## config.mk

```make
export PLATFORM = sky130hd
export DESIGN_NAME = hoc_override_regs
export DESIGN_NICKNAME = d
export VERILOG_FILES = /design/src/shared/hoc_pkg.sv /design/src/logic/hoc_override_regs.sv /design/src/logic/hoc_probe_seq.sv
export SDC_FILE = /design/constraint.sdc
export NUM_CORES = 1
export LEC_CHECK = 0
export ABC_AREA = 1
export BUFFER_PORTS_ARGS = -buffer_cell sky130_fd_sc_hd__clkbuf_2
export CAP_MARGIN = 20
export CORE_ASPECT_RATIO = 1.1
export CORE_MARGIN = 2
export CORE_UTILIZATION = 52
export DETAILED_ROUTE_END_ITERATION = 7
export PLACE_DENSITY = 0.87
export SYNTH_ARGS = -nofsm -noshare
export SYNTH_HDL_FRONTEND = slang
export SYNTH_SLANG_ARGS = --single-unit
export TNS_END_PERCENT = 100
```

## constraint.sdc

```tcl
create_clock -name sys_clk -period 2 [get_ports sys_clk]
set_clock_uncertainty 0.05 [all_clocks]
set_input_delay 0.4 -clock sys_clk [delete_from_list [all_inputs] [get_ports sys_clk]]
set_output_delay 0.4 -clock sys_clk [all_outputs]
set_load 0.01 [all_outputs]
```

## src/shared/hoc_pkg.sv

```systemverilog
// Constants for the host override control register bank.
// Assumes a 250 MHz system clock and 8-bit register access from an I2C slave.
package hoc_pkg;

  ////////////////////////////////////////////////////////////////////////////
  // Register offsets
  localparam logic [7:0] HOC_SWITCH_CTRL_ADDR = 8'h86;
  localparam logic [7:0] HOC_OVERRIDE_CTRL_ADDR = 8'h87;

  ////////////////////////////////////////////////////////////////////////////
  // Field positions in the switch and charger control register
  localparam int HOC_DISCHARGE_BIT = 0;
  localparam int HOC_CHARGE_BIT = 1;
  localparam int HOC_PRECHARGE_BIT = 2;
  localparam int HOC_SHUTDOWN_BIT = 3;
  localparam int HOC_PROBE_BIT = 4;
  localparam int HOC_CLEAR_FAULT_BIT = 5;

  // Field positions in the override control register
  localparam int HOC_BAL_ON_BIT = 0;
  localparam int HOC_OW_START_BIT = 1;
  localparam int HOC_SCAN_OVR_BIT = 2;
  localparam int HOC_CHG_OVR_BIT = 3;
  localparam int HOC_LOAD_OVR_BIT = 4;
  localparam int HOC_BAL_OVR_BIT = 5;
  localparam int HOC_SWITCH_OVR_BIT = 6;

  ////////////////////////////////////////////////////////////////////////////
  // Reset values and read answers
  localparam logic [7:0] HOC_SWITCH_CTRL_RESET = 8'h00;
  localparam logic [7:0] HOC_OVERRIDE_CTRL_RESET = 8'h00;
  localparam logic [7:0] HOC_UNMAPPED_READ = 8'h00;

  ////////////////////////////////////////////////////////////////////////////
  // Timing
  localparam int HOC_CLK_MHZ = 250;
  localparam int HOC_PROBE_SETTLE_NS = 1000;
  // Least time, so round up to whole cycles
  localparam int HOC_PROBE_SETTLE_CYC = (HOC_PROBE_SETTLE_NS * HOC_CLK_MHZ + 999) / 1000;
  localparam int HOC_SETTLE_W = 16;

  ////////////////////////////////////////////////////////////////////////////
  // Charger probe sequencer states
  typedef enum logic [1:0] {
    HOC_PROBE_IDLE = 2'b00,
    HOC_PROBE_PULSE = 2'b01,
    HOC_PROBE_SETTLE = 2'b10,
    HOC_PROBE_SAMPLE = 2'b11
  } hoc_probe_state_e;

endpackage : hoc_pkg

```

## src/logic/hoc_override_regs.sv

```systemverilog
// Host override control registers: switch and charger control, override control.
// Assumes byte accesses arrive from an I2C slave on sys_clk as one-cycle
// strobes, and that fault and engine signals are on sys_clk too.
//
// Notes on behaviour
// - Clear-fault write clears charger flag under override
// - Probe trigger switches charger monitor on/off
// - Probe pulses recovery once, updates flag, self-clears
// - Shutdown bit drives shutdown output directly
// - Automatic shutdown sets shutdown bit too
// - Precharge bit drives precharge switch output
// - Overcurrent faults clear precharge unless host override
// - Charge bit drives charge switch output
// - Charge overcurrent or short clears charge bit
// - Discharge bit drives discharge switch output
// - Discharge overcurrent or short clears discharge bit
// - Short circuit forces switches off despite override
// - Switch override hands switch control to host
// - Hard faults always force switches off
// - Balance override disables automatic balancing
// - Load override disables automatic load watch
// - Charger override disables automatic charger watch
// - Scan override stops automatic measurement scans
// - Watchdog clears scan override; resume on transaction
// - Open-wire trigger starts scan, clears on done
// - Open-wire trigger needs auto-disable or scan override
// - Balance-on gates selected balance outputs under override
module hoc_override_regs
#(
  parameter int PROBE_SETTLE_CYC = hoc_pkg::HOC_PROBE_SETTLE_CYC,
  parameter int CELLS = 8
)
(
  input wire logic sys_clk,
  input wire logic sys_rst,
  input wire logic clkEn,
  input wire logic [7:0] regAddr,
  input wire logic regWrite,
  input wire logic [7:0] regWrData,
  input wire logic regRead,
  output logic [7:0] regRdData,
  input wire logic i2cTransaction,
  input wire logic watchdogExpired,
  input wire logic chargeOvercurrent,
  input wire logic dischargeOvercurrent,
  input wire logic dischargeShortCircuit,
  input wire logic openWireFault,
  input wire logic internalOvertemp,
  input wire logic cellOvervoltageLockout,
  input wire logic cellUndervoltageLockout,
  input wire logic sleepActive,
  input wire logic switchesOffInput,
  input wire logic cellFailEvent,
  input wire logic openWireEvent,
  input wire logic cellFailShutdownEnable,
  input wire logic openWireShutdownEnable,
  input wire logic ovloShutdownEnable,
  input wire logic openWireAutoDisable,
  input wire logic openWireScanDone,
  input wire logic [CELLS-1:0] balanceSwitchSelect,
  input wire logic chargerSensePin,
  input wire logic autoChargerPresent,
  output logic chargerPresentFlag,
  output logic chargerMonitorOn,
  output logic chargerRecoveryPulse,
  output logic packShutdownOutput,
  output logic prechargeSwitch,
  output logic chargeSwitch,
  output logic dischargeSwitch,
  output logic openWireScanStart,
  output logic [CELLS-1:0] hostBalanceDrive,
  output logic autoBalanceEnable,
  output logic autoLoadWatchEnable,
  output logic autoChargerWatchEnable,
  output logic autoScanEnable
);
  import hoc_pkg::*;

  ////////////////////////////////////////////////////////////////////////////
  // Register state
  logic shutdownBit;
  logic prechargeBit;
  logic chargeBit;
  logic dischargeBit;
  logic probeBit;
  logic switchOverride;
  logic balanceOverride;
  logic loadOverride;
  logic chargerOverride;
  logic scanOverride;
  logic openWireBusy;
  logic balanceOn;
  logic scanHold;
  logic hostChargerFlag;
  logic senseMeta;
  logic senseSync;
  logic offMeta;
  logic offSync;

  // Probe sequencer results
  logic probeMonitorOn;
  logic probePulse;
  logic probeValid;
  logic probeResult;

  ////////////////////////////////////////////////////////////////////////////
  // Address decode and write strobes
  wire selSwitch = (regAddr == HOC_SWITCH_CTRL_ADDR);
  wire selOverride = (regAddr == HOC_OVERRIDE_CTRL_ADDR);
  wire wrSwitch = regWrite && selSwitch;
  wire wrOverride = regWrite && selOverride;

  // Writes that land this cycle, each field taken from the written byte
  wire wrShutdown = wrSwitch;
  wire wrProbeOne = wrSwitch && regWrData[HOC_PROBE_BIT] && chargerOverride;
  wire wrProbeZero = wrSwitch && !regWrData[HOC_PROBE_BIT];
  wire wrClearFault = wrSwitch && regWrData[HOC_CLEAR_FAULT_BIT] && chargerOverride;
  wire wrOwStart = wrOverride && regWrData[HOC_OW_START_BIT];

  ////////////////////////////////////////////////////////////////////////////
  // Fault terms
  // Overcurrent clears honour the host switch override, short circuit does not
  wire softGate = !switchOverride;
  wire clearPrecharge = softGate && (chargeOvercurrent || dischargeOvercurrent);
  wire clearCharge = softGate && chargeOvercurrent;
  wire clearDischarge = softGate && dischargeOvercurrent;
  // Hard faults override everything, including a host write in the same cycle
  wire hardOff = dischargeShortCircuit || openWireFault || internalOvertemp
    || cellOvervoltageLockout || cellUndervoltageLockout || sleepActive || offSync;

  // Automatic shutdown request from the enabled protection options
  wire autoShutdown = (cellFailShutdownEnable && cellFailEvent)
    || (openWireShutdownEnable && openWireEvent)
    || (ovloShutdownEnable && cellOvervoltageLockout);

  // Open-wire trigger only acts when auto open-wire is disabled or scans are host-run
  wire owAllowed = openWireAutoDisable || scanOverride;
  wire owAccept = wrOwStart && owAllowed && !openWireBusy;

  ////////////////////////////////////////////////////////////////////////////
  // Read-back images; reserved and out-of-block bits read as zero
  wire [7:0] switchImage = {
    2'b00,
    1'b0,
    probeBit,
    shutdownBit,
    prechargeBit,
    chargeBit,
    dischargeBit
  };
  wire [7:0] overrideImage = {
    1'b0,
    switchOverride,
    balanceOverride,
    loadOverride,
    chargerOverride,
    scanOverride,
    openWireBusy,
    balanceOn
  };
  wire [7:0] readSel = selSwitch ? switchImage :
    selOverride ? overrideImage : HOC_UNMAPPED_READ;

  ////////////////////////////////////////////////////////////////////////////
  // Pin synchronisers for the charger sense and switches-off inputs
  always_ff @(posedge sys_clk)
  begin
    if (sys_rst)
    begin
      senseMeta <= 1'b0;
      senseSync <= 1'b0;
      offMeta <= 1'b0;
      offSync <= 1'b0;
    end
    else if (clkEn)
    begin
      senseMeta <= chargerSensePin;
      senseSync <= senseMeta;
      offMeta <= switchesOffInput;
      offSync <= offMeta;
    end
  end

  ////////////////////////////////////////////////////////////////////////////
  // Power switch bits: write sets value, faults clear, clear wins over write
  always_ff @(posedge sys_clk)
  begin
    if (sys_rst)
    begin
      prechargeBit <= HOC_SWITCH_CTRL_RESET[HOC_PRECHARGE_BIT];
      chargeBit <= HOC_SWITCH_CTRL_RESET[HOC_CHARGE_BIT];
      dischargeBit <= HOC_SWITCH_CTRL_RESET[HOC_DISCHARGE_BIT];
    end
    else if (clkEn)
    begin
      if (hardOff || clearPrecharge)
        prechargeBit <= 1'b0;
      else if (wrSwitch)
        prechargeBit <= regWrData[HOC_PRECHARGE_BIT];
      if (hardOff || clearCharge)
        chargeBit <= 1'b0;
      else if (wrSwitch)
        chargeBit <= regWrData[HOC_CHARGE_BIT];
      if (hardOff || clearDischarge)
        dischargeBit <= 1'b0;
      else if (wrSwitch)
        dischargeBit <= regWrData[HOC_DISCHARGE_BIT];
    end
  end

  // Pack shutdown bit: automatic assertion wins over a host write of zero
  always_ff @(posedge sys_clk)
  begin
    if (sys_rst)
      shutdownBit <= HOC_SWITCH_CTRL_RESET[HOC_SHUTDOWN_BIT];
    else if (clkEn)
    begin
      if (autoShutdown)
        shutdownBit <= 1'b1;
      else if (wrShutdown)
        shutdownBit <= regWrData[HOC_SHUTDOWN_BIT];
    end
  end

  ////////////////////////////////////////////////////////////////////////////
  // Charger probe trigger: held while the sequence runs, then self-clears
  always_ff @(posedge sys_clk)
  begin
    if (sys_rst)
      probeBit <= HOC_SWITCH_CTRL_RESET[HOC_PROBE_BIT];
    else if (clkEn)
    begin
      if (wrProbeOne)
        probeBit <= 1'b1;
      else if (wrProbeZero || probeValid || !chargerOverride)
        probeBit <= 1'b0;
    end
  end

  // Host-side charger flag: probe result loads, clear-fault write clears, probe result wins
  always_ff @(posedge sys_clk)
  begin
    if (sys_rst)
      hostChargerFlag <= 1'b0;
    else if (clkEn)
    begin
      if (probeValid)
        hostChargerFlag <= probeResult;
      else if (wrClearFault)
        hostChargerFlag <= 1'b0;
    end
  end

  // Probe sequencer, aborted by a write of zero or loss of the override
  hoc_probe_seq #(
    .SETTLE_CYC(PROBE_SETTLE_CYC)
  ) u_probe (
    .sys_clk(sys_clk),
    .sys_rst(sys_rst),
    .clkEn(clkEn),
    .start(wrProbeOne),
    .abort(wrProbeZero || !chargerOverride),
    .senseLevel(senseSync),
    .monitorOn(probeMonitorOn),
    .recoveryPulse(probePulse),
    .resultValid(probeValid),
    .result(probeResult)
  );

  ////////////////////////////////////////////////////////////////////////////
  // Override control register
  always_ff @(posedge sys_clk)
  begin
    if (sys_rst)
    begin
      switchOverride <= HOC_OVERRIDE_CTRL_RESET[HOC_SWITCH_OVR_BIT];
      balanceOverride <= HOC_OVERRIDE_CTRL_RESET[HOC_BAL_OVR_BIT];
      loadOverride <= HOC_OVERRIDE_CTRL_RESET[HOC_LOAD_OVR_BIT];
      chargerOverride <= HOC_OVERRIDE_CTRL_RESET[HOC_CHG_OVR_BIT];
      balanceOn <= HOC_OVERRIDE_CTRL_RESET[HOC_BAL_ON_BIT];
    end
    else if (clkEn && wrOverride)
    begin
      switchOverride <= regWrData[HOC_SWITCH_OVR_BIT];
      balanceOverride <= regWrData[HOC_BAL_OVR_BIT];
      loadOverride <= regWrData[HOC_LOAD_OVR_BIT];
      chargerOverride <= regWrData[HOC_CHG_OVR_BIT];
      balanceOn <= regWrData[HOC_BAL_ON_BIT];
    end
  end

  // Scan override: watchdog expiry clears it and wins over a write
  always_ff @(posedge sys_clk)
  begin
    if (sys_rst)
      scanOverride <= HOC_OVERRIDE_CTRL_RESET[HOC_SCAN_OVR_BIT];
    else if (clkEn)
    begin
      if (watchdogExpired)
        scanOverride <= 1'b0;
      else if (wrOverride)
        scanOverride <= regWrData[HOC_SCAN_OVR_BIT];
    end
  end

  // Hold automatic scans after expiry until the next bus transaction
  always_ff @(posedge sys_clk)
  begin
    if (sys_rst)
      scanHold <= 1'b0;
    else if (clkEn)
    begin
      if (watchdogExpired)
        scanHold <= 1'b1;
      else if (i2cTransaction)
        scanHold <= 1'b0;
    end
  end

  // Open-wire scan busy bit: set by an accepted trigger, cleared on completion
  always_ff @(posedge sys_clk)
  begin
    if (sys_rst)
      openWireBusy <= HOC_OVERRIDE_CTRL_RESET[HOC_OW_START_BIT];
    else if (clkEn)
    begin
      if (owAccept)
        openWireBusy <= 1'b1;
      else if (openWireScanDone)
        openWireBusy <= 1'b0;
    end
  end

  ////////////////////////////////////////////////////////////////////////////
  // Registered outputs and read data
  always_ff @(posedge sys_clk)
  begin
    if (sys_rst)
    begin
      regRdData <= HOC_UNMAPPED_READ;
      openWireScanStart <= 1'b0;
      hostBalanceDrive <= '0;
      chargerPresentFlag <= 1'b0;
    end
    else if (clkEn)
    begin
      if (regRead)
        regRdData <= readSel;
      openWireScanStart <= owAccept;
      hostBalanceDrive <= (balanceOverride && balanceOn) ? balanceSwitchSelect : '0;
      chargerPresentFlag <= chargerOverride ? hostChargerFlag : autoChargerPresent;
    end
  end

  // Pin drives follow their bits; the register already carries the forced clears
  assign packShutdownOutput = shutdownBit;
  assign prechargeSwitch = prechargeBit;
  assign chargeSwitch = chargeBit;
  assign dischargeSwitch = dischargeBit;
  assign chargerMonitorOn = probeMonitorOn;
  assign chargerRecoveryPulse = probePulse;

  // Automatic engine enables
  assign autoBalanceEnable = !balanceOverride;
  assign autoLoadWatchEnable = !loadOverride;
  assign autoChargerWatchEnable = !chargerOverride;
  assign autoScanEnable = !scanOverride && !scanHold;

endmodule // hoc_override_regs

```

## src/logic/hoc_probe_seq.sv

```systemverilog
// Charger probe sequencer: monitor on, one recovery pulse, settle, sample.
// Assumes the sense input is already synchronised to sys_clk.
module hoc_probe_seq
#(
  parameter int SETTLE_CYC = hoc_pkg::HOC_PROBE_SETTLE_CYC
)
(
  input wire logic sys_clk,
  input wire logic sys_rst,
  input wire logic clkEn,
  input wire logic start,
  input wire logic abort,
  input wire logic senseLevel,
  output logic monitorOn,
  output logic recoveryPulse,
  output logic resultValid,
  output logic result
);
  import hoc_pkg::*;

  hoc_probe_state_e state;
  hoc_probe_state_e next_state;
  logic [HOC_SETTLE_W-1:0] settleCount;
  wire settleDone = (settleCount == HOC_SETTLE_W'(SETTLE_CYC - 1));

  ////////////////////////////////////////////////////////////////////////////
  // Next-state selection
  always_comb
  begin
    next_state = state;
    unique case (state)
      HOC_PROBE_IDLE: if (start) next_state = HOC_PROBE_PULSE;
      HOC_PROBE_PULSE: next_state = HOC_PROBE_SETTLE;
      HOC_PROBE_SETTLE: if (settleDone) next_state = HOC_PROBE_SAMPLE;
      HOC_PROBE_SAMPLE: next_state = HOC_PROBE_IDLE;
    endcase
    if (abort) next_state = HOC_PROBE_IDLE;
  end

  // State and settle counter
  always_ff @(posedge sys_clk)
  begin
    if (sys_rst)
    begin
      state <= HOC_PROBE_IDLE;
      settleCount <= '0;
    end
    else if (clkEn)
    begin
      state <= next_state;
      settleCount <= (state == HOC_PROBE_SETTLE) ? settleCount + 1'b1 : '0;
    end
  end

  // Registered outputs
  always_ff @(posedge sys_clk)
  begin
    if (sys_rst)
    begin
      monitorOn <= 1'b0;
      recoveryPulse <= 1'b0;
      resultValid <= 1'b0;
      result <= 1'b0;
    end
    else if (clkEn)
    begin
      monitorOn <= (next_state != HOC_PROBE_IDLE);
      recoveryPulse <= (next_state == HOC_PROBE_PULSE);
      resultValid <= (state == HOC_PROBE_SAMPLE) && !abort;
      if (state == HOC_PROBE_SAMPLE)
        result <= senseLevel;
    end
  end

endmodule // hoc_probe_seq

```

=== After elaboration in Yosys (flattened, before gate mapping) ===
Cells that the tools add are included.
W data, S select, Z words.

* Output and inout bits: 28
* Register bits: 58

* Eq/ne operators: 7
* Muxes and demuxes: 27
* Reduce and logical (&&, ||, !) cells: 67
* Add/subtract/negate cells: 1

{| class="wikitable"
|+ Operators with widths
! operator !! count
|-
| $reduce_and A2 Y1 || 11
|-
| $logic_and A1 B1 Y1 || 20
|-
| $reduce_bool A2 Y1 || 10
|-
| $mux W1 || 19
|-
| $add A16 B1 Y16 const B || 1
|-
| $eq A16 B8 Y1 const B || 1
|-
| $eq A8 B8 Y1 const B || 2
|-
| $logic_or A1 B1 Y1 || 16
|-
| $mux W16 || 1
|-
| $mux W7 || 2
|-
| $logic_not A1 Y1 || 9
|-
| $mux W8 || 1
|-
| $pmux W2 S4 || 1
|-
| $mux W2 || 3
|-
| $eq A2 B1 Y1 const B || 2
|-
| $eq A2 B2 Y1 const B || 2
|-
| $logic_not A2 Y1 || 1
|}

=== Logic depth before layout (Yosys ltp) ===
* Word-level depth: 9
* Gate-level depth with buffers: 10
* Gate-level depth less buffers: 10

=== By module ===
A second synthesis with hierarchy kept.

* Cells, all modules: 380
* Area, all modules: 2,767.7 µm²

{| class="wikitable"
|+ By module, submodules not included
! module !! seq. area each (µm²) !! instances !! area each (µm²) !! cells an instance
|-
| hoc_override_regs || 700.7 || 1 || 1,665.3 || 233
|-
| hoc_probe_seq || 440.4 || 1 || 1,102.3 || 147
|}

=== Least setup slack after synthesis ===
Ideal clock, no wire load.

* Path kind: flip-flop to flip-flop
* Start: register u_probe.settleCount[0]
* End: register u_probe.settleCount[14]
* Data required time: 1.836 ns
* Library setup time: 0.114 ns
* Clock period less this slack: 1.506 ns
* Arrival: 1.342 ns
* Slack: 0.494 ns
* Cell stages (with the launch flop): 9
* Cell sequence: dfxtp_1 ha_1 nand3_1 nor2_2 nand3_2 nor3_2 nand2_1 o21ai_2 nor2_1

* Cells in the longest elaborated chain, start to end: 2

{| class="wikitable"
|+ RTL lines
! element !! line !! text
|-
| start, declared || hoc_probe_seq.sv:23 || <nowiki>logic [HOC_SETTLE_W-1:0] settleCount;</nowiki>
|-
| start signal, assigned || hoc_probe_seq.sv:51 || <nowiki>settleCount <= (state == HOC_PROBE_SETTLE) ? settleCount + 1'b1 : '0;</nowiki>
|-
| $add A16 B1 Y16 || hoc_probe_seq.sv:51 ||
|-
| $mux W16 || hoc_probe_seq.sv:51 ||
|}

No other way between the ends.
A chain may end at the register's enable or synchronous reset.

=== Worst setup path after layout ===
Ends and elaborated chain as after synthesis.

==> results_dict.tcl <==
set metrics [dict create \
    status "finished, final reports clean" \
    netlist_instances 396 \
    ys_seq_area_frac 0.412 \
    antenna_left 0 \
    crit_arrival_ns 1.94 \
    wl_um 6400 \
    crit_path_start_kind "flop" \
    cts_setup_buffers 0 \
    synth_common_cells "nand2_1, dfxtp_1, inv_1, nor2_1, a21oi_1" \
    power_frac_clock 0.425 \
    syn_nets 450 \
    setup_violations 0 \
    drc 0 \
    slew_violations 0 \
    avgSynthCellArea_um2 7.00 \
    crit_fanout 6 \
    power_w 0.00240 \
    grt_pass1_wl_um 10400 \
    rsz0062_at_grt "no" \
    layout_setup_ws_ns 0.242 \
    clock.fmax_ghz 0.569 \
    start_util 0.547 \
    p_sw_frac 0.238 \
    ys_top_cells_by_area "dfxtp_1, nand2_1, inv_1" \
    insertedDiodeCount 0 \
    crit_chain "ha_1 > nand3_1 > nor2_2 > nand3_2 > nor3_2 > nand2_1 > o21ai_2 > nor2_1" \
    placementRows 27 \
    cp_data_required_time_ns 2.18 \
    coreArea_um2 5070 \
    clock_path_buffers 2 \
    post_drt_via_cell_ratio 5.21 \
    final.setup.tns_ns 0 \
    cp_top_family "simple AND/OR/NAND/NOR gates" \
    cts_root_buf "clkbuf_8" \
    pre_cts_slack_ns 0.250 \
    synthArstFlopShare 0 \
    io_pins 77 \
    postCtsHoldBufs 0 \
    die_area_um2 5930 \
    fill_cells 432 \
    first_pass_iters 5 \
    hold_path.class "in -> reg" \
    gr-total-overflow 0 \
    synth.cell_area_um2 2770 \
    cts_buffers 9 \
    critical-path-slowest-cell "dfxtp_1" \
    nets 526 \
    max_cap_viol_count 0 \
    power_leakage_nw 1.63 \
    criticalPathCategory "reg -> reg" \
    place.gp.congestion 0.883 \
    die_h_um 80.6 \
    vias 2788 \
    ys_seq_elements 57 \
    synth_ff_type "dfxtp_1" \
    cts_tree "done" \
    drtIter0Drc 218 \
    worst-path-buf-inv 0 \
    drive_gt1_frac 0.256 \
    final_hold_viol_count 0 \
    clk_pin_slew_ns 0.06 \
    die_w_um 73.6 \
    p_int_w 0.00183 \
    min_period_ns 1.76 \
    synth-edff-count 0 \
    ir_drop_mv 0.419 \
    grt_pass1_vias 2456 \
    netlist.area_leader.share 0.412 \
    p_seq_frac 0.491 \
    cp-end-kind "flop" \
    fin_crit_sh 0.879 \
    place_hpwl_um 4740 \
    ys_warn_count 0 \
    critPathMaxStageDelay_ns 0.44 \
    switching_power_w 0.000571 \
    antenna_found_initial 0 \
    powerDensity_nw_per_um2 710 \
    synth_area_leader_cell "dfxtp_1" \
    ys_types 36 \
    h-tree-depth 3 \
    clock-sinks 57 \
    grt_max_degree 30 \
    syn_to_final_growth_pct 22.2 \
    portBuffers 74 \
    combPwrFrac 0.084 \
    wl_per_cell_um 12.0 \
    synth.most_common_cell "nand2_1" \
    insertion_delay_ns 0.33 \
    grt.total_usage 0.226 \
    post_cts_resized 0 \
]
-- worst register-to-register path: cells and delay by family, from the launching register on --
family | cells | cell delay [ns]
DFF | 1 | 0.44
adders and majority gates | 1 | 0.23
AOI/OAI and AO/OA | 1 | 0.12
and+or+nand+nor | 6 | 0.82
-- routing by layer --
metal,global-route usage,up-vias,part of all wire
met4,0.133,0,0.018
met2,0.379,90,0.49
met1,0.265,1255,0.45
met3,0.0402,12,0.049
li1,-,1431,-
met5,0,-,0
-- power groups by stage --
stage | combinational, W | sequential, W | clock, W
floorplan | 0.000100 | 0.00121 | 0
global placement | 0.000198 | 0.00120 | 0
detailed placement | 0.000203 | 0.00120 | 0
CTS | 0.000204 | 0.00118 | 0.00104
global route | 0.000229 | 0.00118 | 0.00107
finish | 0.000203 | 0.00118 | 0.00102
-- placed cells by master (no fill, tap or decap), types with 6 or more instances in the layout --
| cell type | synthesis | routed |
|---|---|---|
| nand2_1 | 86 | 86 |
| clkbuf_2 | 0 | 74 |
| dfxtp_1 | 57 | 57 |
| inv_1 | 47 | 47 |
| nor2_1 | 45 | 45 |
| a21oi_1 | 29 | 29 |
| nand3_1 | 27 | 27 |
| o21ai_0 | 16 | 16 |
| o211ai_1 | 15 | 15 |
| clkbuf_8 | 0 | 13 |
| nor2_2 | 8 | 8 |
| o21ai_1 | 6 | 6 |
| buf_4 | 1 | 6 |
-- metrics by stage --
step                 util  hold slack, ns  cells  area, µm²
detailed placement  0.630           0.406    519       3190
CTS                 0.668           0.243    535       3390
global placement    0.630           0.400    519       3190
finish              0.668           0.257    535       3390
global route        0.668           0.257    535       3390
floorplan               -           0.388    396       2770
-- cells by family after synthesis --
kind of cell	after synthesis	share of synthesized area
and+or+nand+nor	189	0.304
adders and majority gates	5	0.0226
xor gates and xnor gates	2	0.00632
other	1	0.00135
DFF	57	0.412
buffers and inverters	70	0.103
AOI/OAI and AO/OA	72	0.151
-- path summary, 6_finish.rpt --
path / from / end / slack [ns] / cells after the start
hold reg to reg: openWireScanStart$_SDFFE_PP0P_ / openWireScanStart$_SDFFE_PP0P_ / 0.42 / 2
setup reg to reg: u_probe.settleCount[0]$_SDFFE_PP0P_ / u_probe.settleCount[14]$_SDFFE_PP0P_ / 0.24 / 8
hold / removal: switchesOffInput / offMeta$_SDFFE_PP0P_ / 0.26 / 3
setup / recovery: u_probe.settleCount[0]$_SDFFE_PP0P_ / u_probe.settleCount[14]$_SDFFE_PP0P_ / 0.24 / 8
-- flip-flops by register name, indices dropped and copies added, names as in the netlist, 2 cells and up --
signal               cells
hostBalanceDrive         8
u_probe.settleCount     16
u_probe.state            2
regRdData                7
-- layout make-up --
cell class / instances / area [µm²] / share of cell area
flip-flops and latches: 57 / 1140 / 0.337
clock buffers: 14 / 183 / 0.0540
repair buffers: 80 / 415 / 0.123
multi-input cells: 269 / 1340 / 0.397
clock inverters: 2 / 10.0 / 0.00296
well taps: 58 / 72.6 / 0.0214
inverters: 55 / 220 / 0.0650
No activity file was read; power rests on OpenSTA's default activity.
